$ cat src/flash_cmd_pkg.sv
/*
 the constants, opcode map, types and timing counts of the command decoder.
 assumes a 250 MHz system clock that samples the serial link.
*/
//
// Function
// reset opcode restores power-up state, two exceptions
// freeze and guard latch survive soft reset
// nonvolatile config select bits survive soft reset
// block protect cleared only volatile and unfrozen
// soft reset never unlocks guarded security bits
// reset starts at select high, needs recovery
// escape opcode leaves continuous read mode
// host sends ones on line0 eight clocks
// host sends escape before soft reset
// register write and status/config read opcodes
// plain read opcodes, host clock 50 MHz
// quick read opcodes up to 133 MHz
// double rate quick read opcodes, 80 MHz
// two-line output reads up to 104 MHz
// four-line output read up to 104 MHz
// page write opcodes, both address forms
// four-line page write opcodes, 80 MHz
// small sector erase opcodes
// status clear opcode clears failure flags
// volatile training register write opcode
// nonvolatile training program and pattern read
// opcodes e5 and e6 are reserved
// unknown opcode ignored until select high
// host keeps clock within command maximum
package flash_cmd_pkg;
	localparam logic [7:0] write_status_config_cmd = 8'h01;
	localparam logic [7:0] page_write_cmd = 8'h02;
	localparam logic [7:0] plain_read_cmd = 8'h03;
	localparam logic [7:0] read_status_one_cmd = 8'h05;
	localparam logic [7:0] quick_read_cmd = 8'h0b;
	localparam logic [7:0] quick_read_wide_addr_cmd = 8'h0c;
	localparam logic [7:0] double_rate_quick_read_cmd = 8'h0d;
	localparam logic [7:0] double_rate_quick_read_wide_cmd = 8'h0e;
	localparam logic [7:0] page_write_wide_addr_cmd = 8'h12;
	localparam logic [7:0] plain_read_wide_addr_cmd = 8'h13;
	localparam logic [7:0] small_sector_erase_cmd = 8'h20;
	localparam logic [7:0] small_sector_erase_wide_cmd = 8'h21;
	localparam logic [7:0] status_clear_cmd = 8'h30;
	localparam logic [7:0] four_line_page_write_cmd = 8'h32;
	localparam logic [7:0] read_config_one_cmd = 8'h35;
	localparam logic [7:0] four_line_page_write_alt_cmd = 8'h38;
	localparam logic [7:0] two_line_out_read_cmd = 8'h3b;
	localparam logic [7:0] two_line_out_read_wide_cmd = 8'h3c;
	localparam logic [7:0] training_pattern_read_cmd = 8'h41;
	localparam logic [7:0] nv_training_program_cmd = 8'h43;
	localparam logic [7:0] volatile_training_write_cmd = 8'h4a;
	localparam logic [7:0] four_line_out_read_cmd = 8'h6b;
	localparam logic [7:0] reserved_e5_cmd = 8'he5;
	localparam logic [7:0] reserved_e6_cmd = 8'he6;
	localparam logic [7:0] soft_reset_cmd = 8'hf0;
	localparam logic [7:0] continuous_read_escape_cmd = 8'hff;

	// status register one field positions
	localparam int sr_bp0_pos = 2;
	localparam int sr_bp2_pos = 4;
	localparam int sr_erase_fail_pos = 5;
	localparam int sr_prog_fail_pos = 6;
	// config register one field positions
	localparam int cr_freeze_pos = 1;
	localparam int cr_param_loc_pos = 2;
	localparam int cr_bp_vol_pos = 3;
	localparam int cr_top_bottom_pos = 5;
	localparam logic [7:0] status_reset_value = 8'h00;
	localparam logic [7:0] config_reset_value = 8'h00;
	localparam logic [7:0] training_reset_value = 8'h00;

	localparam int sys_clk_mhz = 250;
	localparam int reset_recovery_time_ns = 35000;
	localparam int reset_recovery_cycles =
		(reset_recovery_time_ns * sys_clk_mhz + 999) / 1000;

	typedef enum logic [4:0] {
		op_none, op_write_regs, op_read_status, op_read_config,
		op_plain_read, op_quick_read, op_double_rate_read,
		op_two_line_read, op_four_line_read, op_page_write,
		op_four_line_page_write, op_small_erase, op_status_clear,
		op_training_write, op_training_program, op_training_read,
		op_soft_reset, op_escape, op_reserved
	} cmd_kind_t;

	typedef struct packed {
		cmd_kind_t kind;
		logic wide_addr_only;
		logic [7:0] max_mhz;
	} cmd_decode_t;

	typedef enum logic [1:0] {
		st_idle = 2'b00,
		st_opcode = 2'b01,
		st_body = 2'b11,
		st_recover = 2'b10
	} link_state_t;
endpackage

$ cat src/flash_cmd_decode.sv
/*
 serial command decoder with soft reset and continuous read escape.
 assumes a host driving select and clock in mode 0 or 3, and that
 the system clock runs several times faster than the serial clock.
*/
// The strobed register port and the address map were decided locally.
`timescale 1ns/100ps
`default_nettype none
module flash_cmd_decode import flash_cmd_pkg::*; #(
	parameter int recovery_cycles = reset_recovery_cycles
) (
	input wire logic sys_clk_in,
	input wire logic resetn_in,
	input wire logic select_n_in,
	input wire logic serial_clk_in,
	input wire logic [3:0] data_line_in,
	input wire logic cont_read_enter_in,
	input wire logic [7:0] status_wr_in,
	input wire logic [7:0] config_wr_in,
	input wire logic [7:0] training_wr_in,
	input wire logic regs_wr_in,
	input wire logic sector_guard_set_in,
	output logic [7:0] status_out,
	output logic [7:0] config_out,
	output logic [7:0] training_out,
	output logic sector_guard_latch_out,
	output logic cont_read_out,
	output logic busy_out,
	output logic cmd_valid_out,
	output logic [4:0] cmd_kind_out,
	output logic cmd_wide_addr_out,
	output logic [7:0] cmd_max_mhz_out,
	output logic nv_training_prog_out
);
	initial begin
		if (recovery_cycles < 1)
			$error("recovery_cycles must be at least one");
	end

	// ****************************************
	// pin synchronisers
	// ****************************************
	logic [5:0] sync1_ff;
	logic [5:0] sync2_ff;
	logic sck_prev_ff;
	logic cs_prev_ff;
	always_ff @(posedge sys_clk_in or negedge resetn_in) begin
		if (!resetn_in) begin
			sync1_ff <= 6'h03;
			sync2_ff <= 6'h03;
			sck_prev_ff <= 1'b0;
			cs_prev_ff <= 1'b1;
		end else begin
			sync1_ff <= {data_line_in, serial_clk_in, select_n_in};
			sync2_ff <= sync1_ff;
			sck_prev_ff <= sync2_ff[1];
			cs_prev_ff <= sync2_ff[0];
		end
	end
	logic cs_n;
	logic sck_rise;
	logic cs_rise;
	logic line0;
	assign cs_n = sync2_ff[0];
	assign line0 = sync2_ff[2];
	// sampling on rising serial edges only; other lines are ignored here
	assign sck_rise = sync2_ff[1] && !sck_prev_ff && !cs_n;
	assign cs_rise = cs_n && !cs_prev_ff;

	// ****************************************
	// opcode decode
	// ****************************************
	function automatic cmd_decode_t decode(input logic [7:0] op);
		cmd_decode_t d;
		d = '{kind: op_none, wide_addr_only: 1'b0, max_mhz: 8'd133};
		unique case (op)
			write_status_config_cmd: d.kind = op_write_regs;
			read_status_one_cmd: d.kind = op_read_status;
			read_config_one_cmd: d.kind = op_read_config;
			plain_read_cmd: begin
				d.kind = op_plain_read;
				d.max_mhz = 8'd50;
			end
			plain_read_wide_addr_cmd: begin
				d.kind = op_plain_read;
				d.wide_addr_only = 1'b1;
				d.max_mhz = 8'd50;
			end
			quick_read_cmd: d.kind = op_quick_read;
			quick_read_wide_addr_cmd: begin
				d.kind = op_quick_read;
				d.wide_addr_only = 1'b1;
			end
			double_rate_quick_read_cmd: begin
				d.kind = op_double_rate_read;
				d.max_mhz = 8'd80;
			end
			double_rate_quick_read_wide_cmd: begin
				d.kind = op_double_rate_read;
				d.wide_addr_only = 1'b1;
				d.max_mhz = 8'd80;
			end
			two_line_out_read_cmd: begin
				d.kind = op_two_line_read;
				d.max_mhz = 8'd104;
			end
			two_line_out_read_wide_cmd: begin
				d.kind = op_two_line_read;
				d.wide_addr_only = 1'b1;
				d.max_mhz = 8'd104;
			end
			four_line_out_read_cmd: begin
				d.kind = op_four_line_read;
				d.max_mhz = 8'd104;
			end
			page_write_cmd: d.kind = op_page_write;
			page_write_wide_addr_cmd: begin
				d.kind = op_page_write;
				d.wide_addr_only = 1'b1;
			end
			four_line_page_write_cmd, four_line_page_write_alt_cmd: begin
				d.kind = op_four_line_page_write;
				d.max_mhz = 8'd80;
			end
			small_sector_erase_cmd: d.kind = op_small_erase;
			small_sector_erase_wide_cmd: begin
				d.kind = op_small_erase;
				d.wide_addr_only = 1'b1;
			end
			status_clear_cmd: d.kind = op_status_clear;
			volatile_training_write_cmd: d.kind = op_training_write;
			nv_training_program_cmd: d.kind = op_training_program;
			training_pattern_read_cmd: d.kind = op_training_read;
			soft_reset_cmd: d.kind = op_soft_reset;
			continuous_read_escape_cmd: d.kind = op_escape;
			reserved_e5_cmd, reserved_e6_cmd: begin
				d.kind = op_reserved;
				d.max_mhz = 8'h00;
			end
			default: begin
				d.kind = op_none;
				d.max_mhz = 8'h00;
			end
		endcase
		return d;
	endfunction

	// ****************************************
	// link state machine
	// ****************************************
	link_state_t state_ff;
	logic [2:0] bit_cnt_ff;
	logic [7:0] shift_ff;
	cmd_decode_t cmd_ff;
	logic [31:0] recover_cnt_ff;
	logic [7:0] next_shift;
	logic byte_done;
	cmd_decode_t cur;
	assign next_shift = {shift_ff[6:0], line0};
	assign byte_done = sck_rise && (bit_cnt_ff == 3'h7);
	assign cur = decode(next_shift);

	always_ff @(posedge sys_clk_in or negedge resetn_in) begin
		if (!resetn_in) begin
			state_ff <= st_idle;
			bit_cnt_ff <= 3'h0;
			shift_ff <= 8'h00;
			cmd_ff <= '{kind: op_none, wide_addr_only: 1'b0, max_mhz: 8'h00};
			recover_cnt_ff <= 32'h0;
		end else begin
			unique case (state_ff)
				st_idle: begin
					bit_cnt_ff <= 3'h0;
					if (!cs_n)
						state_ff <= st_opcode;
				end
				st_opcode: begin
					if (cs_rise) begin
						state_ff <= st_idle;
					end else if (sck_rise) begin
						shift_ff <= next_shift;
						bit_cnt_ff <= bit_cnt_ff + 3'h1;
						if (byte_done) begin
							cmd_ff <= cur;
							state_ff <= st_body;
						end
					end
				end
				st_body: begin
					// unknown opcodes just wait here for select high
					if (cs_rise) begin
						if (cmd_ff.kind == op_soft_reset) begin
							state_ff <= st_recover;
							recover_cnt_ff <= 32'(recovery_cycles - 1);
						end else begin
							state_ff <= st_idle;
						end
					end
				end
				st_recover: begin
					// commands during recovery are dropped
					if (recover_cnt_ff == 32'h0)
						state_ff <= st_idle;
					else
						recover_cnt_ff <= recover_cnt_ff - 32'h1;
				end
			endcase
		end
	end

	logic exec_at_cs;
	logic do_soft_reset;
	assign exec_at_cs = (state_ff == st_body) && cs_rise;
	assign do_soft_reset = exec_at_cs && (cmd_ff.kind == op_soft_reset);
	// escape is recognised the moment its byte is in, but only as the opcode byte of a frame
	logic do_escape;
	assign do_escape = byte_done && (state_ff == st_opcode) &&
		(cur.kind == op_escape);

	// ****************************************
	// registers and soft reset
	// ****************************************
	logic [7:0] status_ff;
	logic [7:0] config_ff;
	logic [7:0] training_ff;
	logic guard_ff;
	logic cont_read_ff;
	logic nv_prog_ff;
	logic frozen;
	assign frozen = config_ff[cr_freeze_pos];

	always_ff @(posedge sys_clk_in or negedge resetn_in) begin
		if (!resetn_in) begin
			status_ff <= status_reset_value;
			config_ff <= config_reset_value;
		end else if (do_soft_reset) begin
			status_ff[sr_prog_fail_pos] <= 1'b0;
			status_ff[sr_erase_fail_pos] <= 1'b0;
			status_ff[1:0] <= 2'b00;
			status_ff[7] <= 1'b0;
			if (config_ff[cr_bp_vol_pos] && !frozen)
				status_ff[sr_bp2_pos:sr_bp0_pos] <= 3'h0;
			// only the volatile bits that freeze does not guard
			if (!frozen) begin
				config_ff[0] <= 1'b0;
				config_ff[7:6] <= 2'b00;
				config_ff[4] <= 1'b0;
			end
			// freeze, top/bottom, param location, volatility kept
			config_ff[cr_freeze_pos] <= config_ff[cr_freeze_pos];
			config_ff[cr_top_bottom_pos] <= config_ff[cr_top_bottom_pos];
		end else if (exec_at_cs && cmd_ff.kind == op_status_clear) begin
			status_ff[sr_prog_fail_pos] <= 1'b0;
			status_ff[sr_erase_fail_pos] <= 1'b0;
			status_ff[1:0] <= 2'b00;
		end else if (regs_wr_in) begin
			status_ff <= status_wr_in;
			// freeze stays set once set
			config_ff <= config_wr_in | (config_ff & 8'h02);
		end
	end

	always_ff @(posedge sys_clk_in or negedge resetn_in) begin
		if (!resetn_in)
			guard_ff <= 1'b1;
		else if (sector_guard_set_in)
			guard_ff <= 1'b1;
		// soft reset leaves the guard latch alone
		else
			guard_ff <= guard_ff;
	end

	always_ff @(posedge sys_clk_in or negedge resetn_in) begin
		if (!resetn_in)
			training_ff <= training_reset_value;
		else if (do_soft_reset)
			training_ff <= training_reset_value;
		else if (regs_wr_in && cmd_ff.kind == op_training_write)
			training_ff <= training_wr_in;
	end

	always_ff @(posedge sys_clk_in or negedge resetn_in) begin
		if (!resetn_in)
			nv_prog_ff <= 1'b0;
		else
			nv_prog_ff <= exec_at_cs &&
				cmd_ff.kind == op_training_program;
	end

	always_ff @(posedge sys_clk_in or negedge resetn_in) begin
		if (!resetn_in)
			cont_read_ff <= 1'b0;
		else if (do_escape || do_soft_reset)
			cont_read_ff <= 1'b0;
		else if (cont_read_enter_in)
			cont_read_ff <= 1'b1;
	end

	// ****************************************
	// outputs
	// ****************************************
	logic valid_ff;
	always_ff @(posedge sys_clk_in or negedge resetn_in) begin
		if (!resetn_in)
			valid_ff <= 1'b0;
		else
			valid_ff <= byte_done && (state_ff == st_opcode) &&
				(cur.kind != op_none) && (cur.kind != op_reserved);
	end

	assign status_out = status_ff;
	assign config_out = config_ff;
	assign training_out = training_ff;
	assign sector_guard_latch_out = guard_ff;
	assign cont_read_out = cont_read_ff;
	assign busy_out = (state_ff == st_recover);
	assign cmd_valid_out = valid_ff;
	assign cmd_kind_out = cmd_ff.kind;
	assign cmd_wide_addr_out = cmd_ff.wide_addr_only;
	assign cmd_max_mhz_out = cmd_ff.max_mhz;
	assign nv_training_prog_out = nv_prog_ff;
endmodule
`default_nettype wire

$ cat config.mk
export PLATFORM = sky130hd
export DESIGN_NAME = flash_cmd_decode
export DESIGN_NICKNAME = d
export VERILOG_FILES = /design/src/flash_cmd_pkg.sv /design/src/flash_cmd_decode.sv
export SDC_FILE = /design/constraint.sdc
export NUM_CORES = 1
export LEC_CHECK = 0
export BUFFER_PORTS_ARGS = -buffer_cell sky130_fd_sc_hd__buf_2
export CAP_MARGIN = 20
export CORE_ASPECT_RATIO = 0.5
export CORE_MARGIN = 2
export CORE_UTILIZATION = 45
export CTS_BUF_LIST = sky130_fd_sc_hd__clkbuf_8
export CTS_CLUSTER_DIAMETER = 30
export DETAILED_ROUTE_END_ITERATION = 10
export PLACE_DENSITY = 0.66
export SLEW_MARGIN = 20
export SYNTH_ARGS = -nofsm -noshare
export SYNTH_HDL_FRONTEND = slang
export SYNTH_SLANG_ARGS = --single-unit
export TNS_END_PERCENT = 1
$ cat constraint.sdc
create_clock -name sys_clk_in -period 3.85 [get_ports sys_clk_in]
set_input_delay 0.77 -clock sys_clk_in [delete_from_list [all_inputs] [get_ports sys_clk_in]]
set_output_delay 0.77 -clock sys_clk_in [all_outputs]
set_load 0.02 [all_outputs]
**Word-level counts from Yosys, hierarchy flattened**

Cells that the tools add are included.

- Bits in registers: 93
- Output and inout port bits: 43

- Add/subtract/negate cells: 2
- Eq/ne operators: 48
- Mux-type cells: 35
- Bitwise logic cells: 4
- Reduce and logical (&&, ||, !) cells: 49

Operators by type and width:

| cell | number |
|---|---|
| two-way mux 32 bit | 3 |
| case mux 5 bit (18 select lines) | 1 |
| == test 8 x 6 -> 1 bit, second input constant | 8 |
| case mux 32 bit (2 select lines) | 1 |
| two-way mux 8 bit | 6 |
| == test 8 x 4 -> 1 bit, second input constant | 4 |
| == test 8 x 7 -> 1 bit, second input constant | 4 |
| == test 8 bit, second input constant | 4 |
| zero test 32 bit | 1 |
| case mux 8 bit (4 select lines) | 1 |
| subtractor 32 x 1 -> 32 bit, second input constant | 1 |
| two-way mux 2 bit | 10 |
| == test 8 x 2 -> 1 bit, second input constant | 2 |
| == test 8 x 5 -> 1 bit, second input constant | 2 |
| != test 2 bit, second input constant | 8 |
| OR reduction 2 bit | 8 |
| == test 5 x 4 -> 1 bit, second input constant | 3 |
| AND reduction 3 bit | 5 |
| OR reduction 15 bit | 1 |
| logical AND 1 bit | 14 |
| two-way mux 3 bit | 4 |
| == test 5 bit, second input constant | 2 |
| nonzero test 2 bit | 5 |
| == test 8 x 1 -> 1 bit, second input constant | 1 |
| 25 further kinds | 39 |

**Depth between registers and ports, before layout**

Gate-level depths: netlist of the first run.

- Depth after elaboration: 8
- Gate-level depth with buffers: 9

**Worst setup path before layout of the first run**

Ideal clock, no wire load.

- Path type: flip-flop to flip-flop
- Start: register recover_cnt_ff[10]
- End: register recover_cnt_ff[24]
- Setup time: 0.132 ns
- Arrival: 2.142 ns
- Slack: 1.577 ns
- Stages on the path, launching flop included: 8
- Path buffers: 1
- Path through: dfrtp_1 > or4_1 > buf_2 > or4_4 > a211oi_4 > nand3b_1 > xor2_1 > nor2_1

- Word-level cells in the longest chain between the ends: 3
- Elaborated cells between the ends (all ways): 6
- Those cells by class: add/sub (1); eq/ne (1); mux (2); reduce/logical (2)

Ends and longest elaborated chain:

| item | line | text |
|---|---|---|
| start, declared | flash_cmd_decode.sv:155 | `logic [31:0] recover_cnt_ff;` |
| start signal, assigned | flash_cmd_decode.sv:194 | `recover_cnt_ff <= 32'(recovery_cycles - 1);` |
| start signal, assigned | flash_cmd_decode.sv:205 | `recover_cnt_ff <= recover_cnt_ff - 32'h1;` |
| subtractor 32 x 1 -> 32 bit / zero test 32 bit (equally long branches) | flash_cmd_decode.sv:205, flash_cmd_decode.sv:202 |  |
| two-way mux 32 bit / != test 2 bit (equally long branches) | n/a |  |
| case mux 32 bit (2 select lines) / AND reduction 4 bit (equally long branches) | n/a |  |

Parallel ways exist; a longest one is shown, timed or not. The select of a mux whose other input is x is not followed.
A chain may end at the register's enable or synchronous reset.

**Worst setup path after layout of the first run**

- Start: register recover_cnt_ff[10]
- End: register recover_cnt_ff[5]

- Word-level cells in the longest chain between the ends: 3

Ends and longest elaborated chain:

| item | line | text |
|---|---|---|
| zero test 32 bit | flash_cmd_decode.sv:202 | `if (recover_cnt_ff == 32'h0)` |
| != test 2 bit (no line) | n/a |  |
| AND reduction 4 bit (no line) | n/a |  |

Every way passes these cells.

==> impl_metrics.json, run 1 <==
{
  "timing.rr.start": "recover_cnt_ff[10]",
  "gp_congestion": 0.9047,
  "status": "finished clean",
  "whs_ps": 351.6,
  "clock_sinks": 91,
  "antenna_found_initial": 0,
  "worstPathArrival_ps": 2910,
  "leakagePower_nw": 2.458,
  "path_cells": "or4_1 > nor4_2 > a31oi_2 > nand3b_1 > xor2_1 > nand2_1",
  "power.density_nw_per_um2": 401.5,
  "reg2reg_slack_ps": 1170,
  "nFillCells": 916,
  "grt_overflow_total": 0,
  "vias_per_cell": 5.471,
  "hold_viol": 0,
  "ys_ff_latch": 91,
  "boundaryPins": 78,
  "synth_fa_ha_area_share_pct": 0.8226,
  "synthesis.instances": 465,
  "setup_tns_ps": 0,
  "drive_gt1_share_pct": 21.93,
  "die_x_um": 146.4,
  "drtIter0Drc": 228,
  "syn-num-nets": 503,
  "worst-r2r-cell-count": 6,
  "rsz0062_at_grt": "false",
  "dr.pass1.iters": 4,
  "synth_xor_area_share_pct": 4.415,
  "relSlewSlack_pct": 32.11,
  "hp-class": "reg2reg",
  "r2r-end": "recover_cnt_ff[5]",
  "grt_max_degree": 57,
  "ant_nets": 0,
  "ys_seq_area_share_pct": 50.04,
  "clockBufferDepth": 2,
  "tightest_slew_ps": 1015,
  "h-tree-depth": 3,
  "cts_tree": "done",
  "drc": 0,
  "synth_top_family_by_area": "simple AND/OR/NAND/NOR gates",
  "num_vias": 3633,
  "io_buffers": 72,
  "ir_worst_vdd_v": 0.0002647,
  "ctsHoldBuffers": 0,
  "yosys.area_share.simple_pct": 23.31,
  "row_count": 25,
  "postCtsSetupBuffers": 0,
  "die-area_um2": 11010,
  "fin_crit_ps": 2679,
  "synthFlopType": "dfrtp_1",
  "drt_wl_total_um": 10280,
  "ys_async_sr_fraction_pct": 100.0,
  "synth_mux_area_share_pct": 4.634,
  "period_share_pct": 69.58,
  "crit_type": "reg2reg",
  "cts_resized": 0,
  "clk_latency_ps": 370,
  "yosys_warnings": 0,
  "die_h_um": 75.21,
  "setup.worst_path.start_class": "flop",
  "path_clk_slew_ps": 90,
  "netlist_area_um2": 4563,
  "min_path_cells": 0,
  "finalClockSkew_ps": 12.87,
  "grt_pass1_wl_um": 16900,
  "cts-root-buf": "clkbuf_8",
  "setup_viol": 0,
  "area_delta_synth_final_pct": 13.38,
  "synth_area_per_cell_um2": 9.813,
  "fin_nets": 563,
  "slowest_stage": "or4_1",
  "setup.worst_path.end_class": "flop",
  "cts_buffers": 9,
  "fmax_ghz": 0.3733,
  "max_cap_viol_count": 0,
  "synth_edf_count": 0,
  "worst_hold_startpoint": "sync1_ff[2]",
  "initial_core_util_pct": 47.36,
  "diodes": 0,
  "critPathMaxFanout": 16,
  "min_to": "sync2_ff[2]",
  "track_usage_pct": 19.54,
  "cpPeakStageDelay_ps": 660,
  "synth_compound_area_share_pct": 13.60,
  "wl_per_cell_um": 15.49,
  "hpwlAfterDp_um": 7250,
  "synth.distinct_cells": 63,
  "crit_required_ps": 4080,
  "core_area_um2": 9634,
  "drv_slew": 0,
  "grt_pass1_vias": 3442
}
critical path, delay by kind of cell (launching register included):
kind             cells  cell delay, ps
flip-flops           1             410
AND/OR/NAND/NOR      4            1520
XOR/XNOR             1             160
AO/OA/AOI/OAI        1             450
kinds of logic (layout without fill, tap and decap cells):
group / after synthesis / after routing
AOI/OAI and AO/OA: 91 / 91
xor gates and xnor gates: 23 / 23
adders and majority gates: 3 / 3
buffers and inverters: 34 / 98
DFF: 91 / 91
muxes: 20 / 20
other: 1 / 1
and+or+nand+nor: 202 / 202
sequential cells by signal, summed over array words and instances (netlist names):
name                  count
status_out                8
state_ff                  2
shift_ff                  7
cmd_max_mhz_out           6
sync2_ff                  3
cs_prev_ff                1
bit_cnt_ff                3
cmd_wide_addr_out         1
cont_read_out             1
config_out                8
cmd_kind_out              5
training_out              8
sync1_ff                  3
sck_prev_ff               1
cmd_valid_out             1
nv_training_prog_out      1
recover_cnt_ff           32
power by group:
part	internal, mW	total [mW]	switching (mW)
clock	0.241	0.560	0.320
sequential	1.00	1.14	0.145
combinational	0.163	0.372	0.209
worst max path at each step:
| stage | startpoint | end | slack [ps] | cells after the start |
|---|---|---|---|---|
| 6_report | recover_cnt_ff[10] | recover_cnt_ff[5] | 1170 | 6 |
| 5_1_grt | recover_cnt_ff[10] | recover_cnt_ff[5] | 890 | 6 |
| 4_1_cts | recover_cnt_ff[10] | recover_cnt_ff[5] | 1180 | 6 |
| 3_5_place_dp | recover_cnt_ff[10] | recover_cnt_ff[5] | 1200 | 6 |
| 3_3_place_gp | recover_cnt_ff[10] | recover_cnt_ff[5] | 1190 | 6 |
| 2_1_floorplan | recover_cnt_ff[10] | recover_cnt_ff[24] | 1580 | 7 |
layout by cell type (no fill, tap or decap), drive strengths merged, types with 8 or more instances in the layout:
cell type,count
nor3,16
buf,76
nand2,40
nor4,12
a21oi,16
dfrtp,86
clkbuf,10
inv,10
o21ai,27
nand3,17
a22o,14
mux2,9
mux2i,11
nor2,61
xor2,20
nand4,8
area by class of cell:
type                    count  area, µm²  share of cell area [%]
clock buffers              10      137.6                   2.660
clock inverters             5      23.77                  0.4595
inverters                   7      26.28                  0.5079
multi-input cells         340       2141                   41.38
flip-flops and latches     91       2283                   44.14
well taps                 135      168.9                   3.265
repair buffers             76      392.9                   7.594
metal layers:
metal	global-route usage, %	wire (µm)
met4	7.120	148
met1	24.62	4683
met3	5.091	333
met2	33.60	5118
met5	0	0
cell usage after synthesis, drive strengths merged (3+ instances only):
| library cell | n | area (µm²) |
|---|---|---|
| dfrtp | 86 | 2152 |
| nor2 | 61 | 229.0 |
| nand2 | 40 | 150.1 |
| o21ai | 27 | 135.1 |
| clkbuf | 21 | 78.83 |
| xor2 | 20 | 175.2 |
| nand3 | 17 | 90.09 |
| a21oi | 16 | 80.08 |
| nor3 | 16 | 85.08 |
| a22o | 14 | 122.6 |
| nor4 | 12 | 81.33 |
| mux2i | 11 | 110.1 |
| mux2 | 9 | 101.4 |
| nand4 | 8 | 50.05 |
| and3 | 7 | 43.79 |
| inv | 7 | 26.28 |
| nor2b | 7 | 43.79 |
| or4 | 7 | 56.30 |
| a31oi | 6 | 43.79 |
| buf | 6 | 36.28 |
| dfstp | 5 | 131.4 |
| a211oi | 4 | 42.54 |
| nand3b | 4 | 30.03 |
| nand4b | 4 | 35.03 |
| nor3b | 4 | 30.03 |
| nor4b | 4 | 56.30 |
| a21o | 3 | 22.52 |
| ha | 3 | 37.54 |
| or3b | 3 | 26.28 |
| xnor2 | 3 | 26.28 |
stage by stage:
stage	total power [mW]	worst slack [ps]	std cells	utilization, %	area (µm²)
after global routing	2.196	891.2	664	53.70	5174
after global placement	1.523	1192	649	52.03	5012
final	2.077	1171	664	53.70	5174
after floorplan	1.414	1577	465	-	4563
after CTS	2.092	1179	664	53.70	5174
after detailed placement	1.530	1201	649	52.03	5012
Note: power is estimated with default switching activity, not from simulation.
==> run 2: changes to the inputs <==
Settings changed: ABC_AREA set to 1.
Clock period 3.85 ns to 2.67 ns, I/O delays scaled along.
==> run 2 against run 1 <==
  * Synthesized cell count grew 45%
  * Critical path type is now reg2out
  * Non-clock buffer count increased by 3
  * Largest power group is now combinational logic
  * Sequential share of layout area down 3.7 points
  * Global-route usage is 1.2 points higher
  * Cell area up 9.2%
  * Hold slack worse by 210 ps
==> impl_metrics.json, run 2 <==
{
  "fin_nets": 785,
  "hold_viol": 0,
  "setup.worst_path.start_class": "flop",
  "r2r-end": "recover_cnt_ff[3]",
  "stdcell_count": 897,
  "leakagePower_nw": 3.015,
  "max_cap_viol_count": 0,
  "synth_area_per_cell_um2": 7.383,
  "synth_edf_count": 0,
  "vias_per_cell": 5.039,
  "netlist_area_um2": 4984,
  "setup_viol": 0,
  "area_delta_synth_final_pct": 13.38,
  "postCtsSetupBuffers": 0,
  "clk_latency_ps": 370,
  "gp_congestion": 0.9188,
  "setup_tns_ps": 0,
  "wl_per_cell_um": 13.06,
  "boundaryPins": 78,
  "hp-class": "in2async",
  "row_count": 27,
  "clock_sinks": 91,
  "die_h_um": 78.42,
  "ys_ff_latch": 91,
  "worstPathArrival_ps": 1630,
  "synth.distinct_cells": 38,
  "io_buffers": 72,
  "drt_wl_total_um": 11710,
  "syn-num-nets": 713,
  "relSlewSlack_pct": 58.19,
  "cts_tree": "done",
  "h-tree-depth": 3,
  "critPathMaxFanout": 6,
  "setup.worst_path.end_class": "output port",
  "status": "finished clean",
  "crit_type": "reg2out",
  "cts-root-buf": "clkbuf_8",
  "yosys_warnings": 0,
  "drtIter0Drc": 254,
  "die-area_um2": 11980,
  "grt_overflow_total": 0,
  "synth.most_common_cell": "nand2_1",
  "cts_buffers": 9,
  "ys_async_sr_fraction_pct": 100.0,
  "grt_pass1_vias": 4293,
  "final_cell_mix": "222 x nand2_1, 112 x nor2_1, 86 x dfrtp_1, 71 x buf_2, 56 x inv_1",
  "ys_top_cells_by_count": "222 x nand2_1, 112 x nor2_1, 86 x dfrtp_1",
  "dr.pass1.iters": 5,
  "grt_max_degree": 42,
  "cts_resized": 0,
  "core_area_um2": 10880,
  "yosys-top-cells-area": "dfrtp_1 43%, nand2_1 17%, nor2_1 8.4%, nand3_1 5.1%, inv_1 4.1%",
  "grt_pass1_wl_um": 20180,
  "synthesis.instances": 675,
  "clockBufferDepth": 2,
  "yosys.area.top_type": "dfrtp_1",
  "yosysTopAreaCellShare_pct": 43.18,
  "ys_seq_area_share_pct": 45.82,
  "fin_crit_ps": 2166,
  "drv_slew": 0,
  "crit_required_ps": 2140,
  "ant_nets": 0,
  "utilization_pct": 51.94,
  "initial_core_util_pct": 45.81,
  "ir_worst_vdd_v": 0.0003565,
  "worst-r2r-cell-count": 8,
  "mostFrequentLayoutCell": "nand2_1",
  "reg2reg_slack_ps": 530,
  "tightest_slew_ps": 624.8,
  "hpwlAfterDp_um": 8840,
  "synthFlopType": "dfrtp_1",
  "path_clk_slew_ps": 90,
  "track_usage_pct": 20.75,
  "ctsHoldBuffers": 0,
  "timing.rr.start": "recover_cnt_ff[0]",
  "dp_cells": 881,
  "drive_gt1_share_pct": 16.22,
  "die_x_um": 152.8,
  "finalClockSkew_ps": 9.290,
  "period_share_pct": 81.12,
  "num_vias": 4520,
  "fmax_ghz": 0.4617,
  "diodes": 0,
  "antenna_found_initial": 0,
  "rsz0062_at_grt": "false",
  "nFillCells": 1118,
  "drc": 0,
  "largest_reg_flops": 32,
  "top_register": "recover_cnt_ff",
  "power.density_nw_per_um2": 788.9
}
## run 2: cell types whose count changed in the layout (fill, tap and decap cells not counted), sizes merged, moves of 24 or more
cell	before	now
inv	10	59
nand2	40	225
nand3	17	52
nor2	61	118
o21ai	27	51
## run 2: report_power, final
group	switching, mW	internal [mW]	total, mW
clock	0.509	0.345	0.854
combinational	1.27	0.576	1.84
sequential	0.198	1.56	1.76
## run 2: kinds of logic after synthesis
logic type,count (synthesis),share of synthesized area (%)
adders and majority gates,3,0.7533
buffers and inverters,73,6.502
and+or+nand+nor,416,34.52
other,1,0.07525
xor gates and xnor gates,14,2.461
AOI/OAI and AO/OA,77,9.867
DFF,91,45.82
## run 2: layout make-up
class	instances	area, µm²	area share (%)
multi-input combinational	511	2376	42.05
sequential	91	2283	40.41
timing repair buffer	79	427.9	7.573
inverter	55	206.4	3.654
tap	145	181.4	3.211
clock buffer	9	123.9	2.192
clock inverter	7	51.30	0.9079
## run 2: worst max-delay path by stage
stage                       from            endpoint  slack (ps)  cells past startpoint
2_1_floorplan  recover_cnt_ff[0]  recover_cnt_ff[13]        1010                     10
3_3_place_gp   recover_cnt_ff[0]  recover_cnt_ff[18]         580                      8
3_5_place_dp          cs_prev_ff       status_out[2]         540                     11
4_1_cts              state_ff[1]            busy_out         450                      3
5_1_grt               cs_prev_ff       status_out[4]         310                     11
6_report             state_ff[1]            busy_out         500                      3
## run 2: metal layers
metal | GRT usage, % | up-vias | routed length (µm)
met4 | 6.019 | 0 | 252
met3 | 4.749 | 26 | 505
met1 | 27.47 | 2100 | 5503
li1 | - | 2300 | -
met5 | 0 | - | 0
met2 | 34.53 | 94 | 5450
## run 2: worst max-delay path: stages, from the launching register on
cell	delay, ps
dfrtp_1	420
inv_1	80
nor2_1	490
buf_2	280
## run 2: per-stage QoR
| stage | instance area, µm² | worst slack [ps] | hold WS, ps | total power, mW |
|---|---|---|---|---|
| 2_1_floorplan | 4984 | 1011 | 238.4 | 3.148 |
| 3_3_place_gp | 5475 | 576.5 | 346.2 | 3.574 |
| 3_5_place_dp | 5475 | 544.4 | 350.7 | 3.598 |
| 4_1_cts | 5650 | 447.7 | 154.7 | 4.478 |
| 5_1_grt | 5650 | 313.4 | 178.8 | 4.876 |
| 6_report | 5650 | 504.0 | 142.2 | 4.457 |
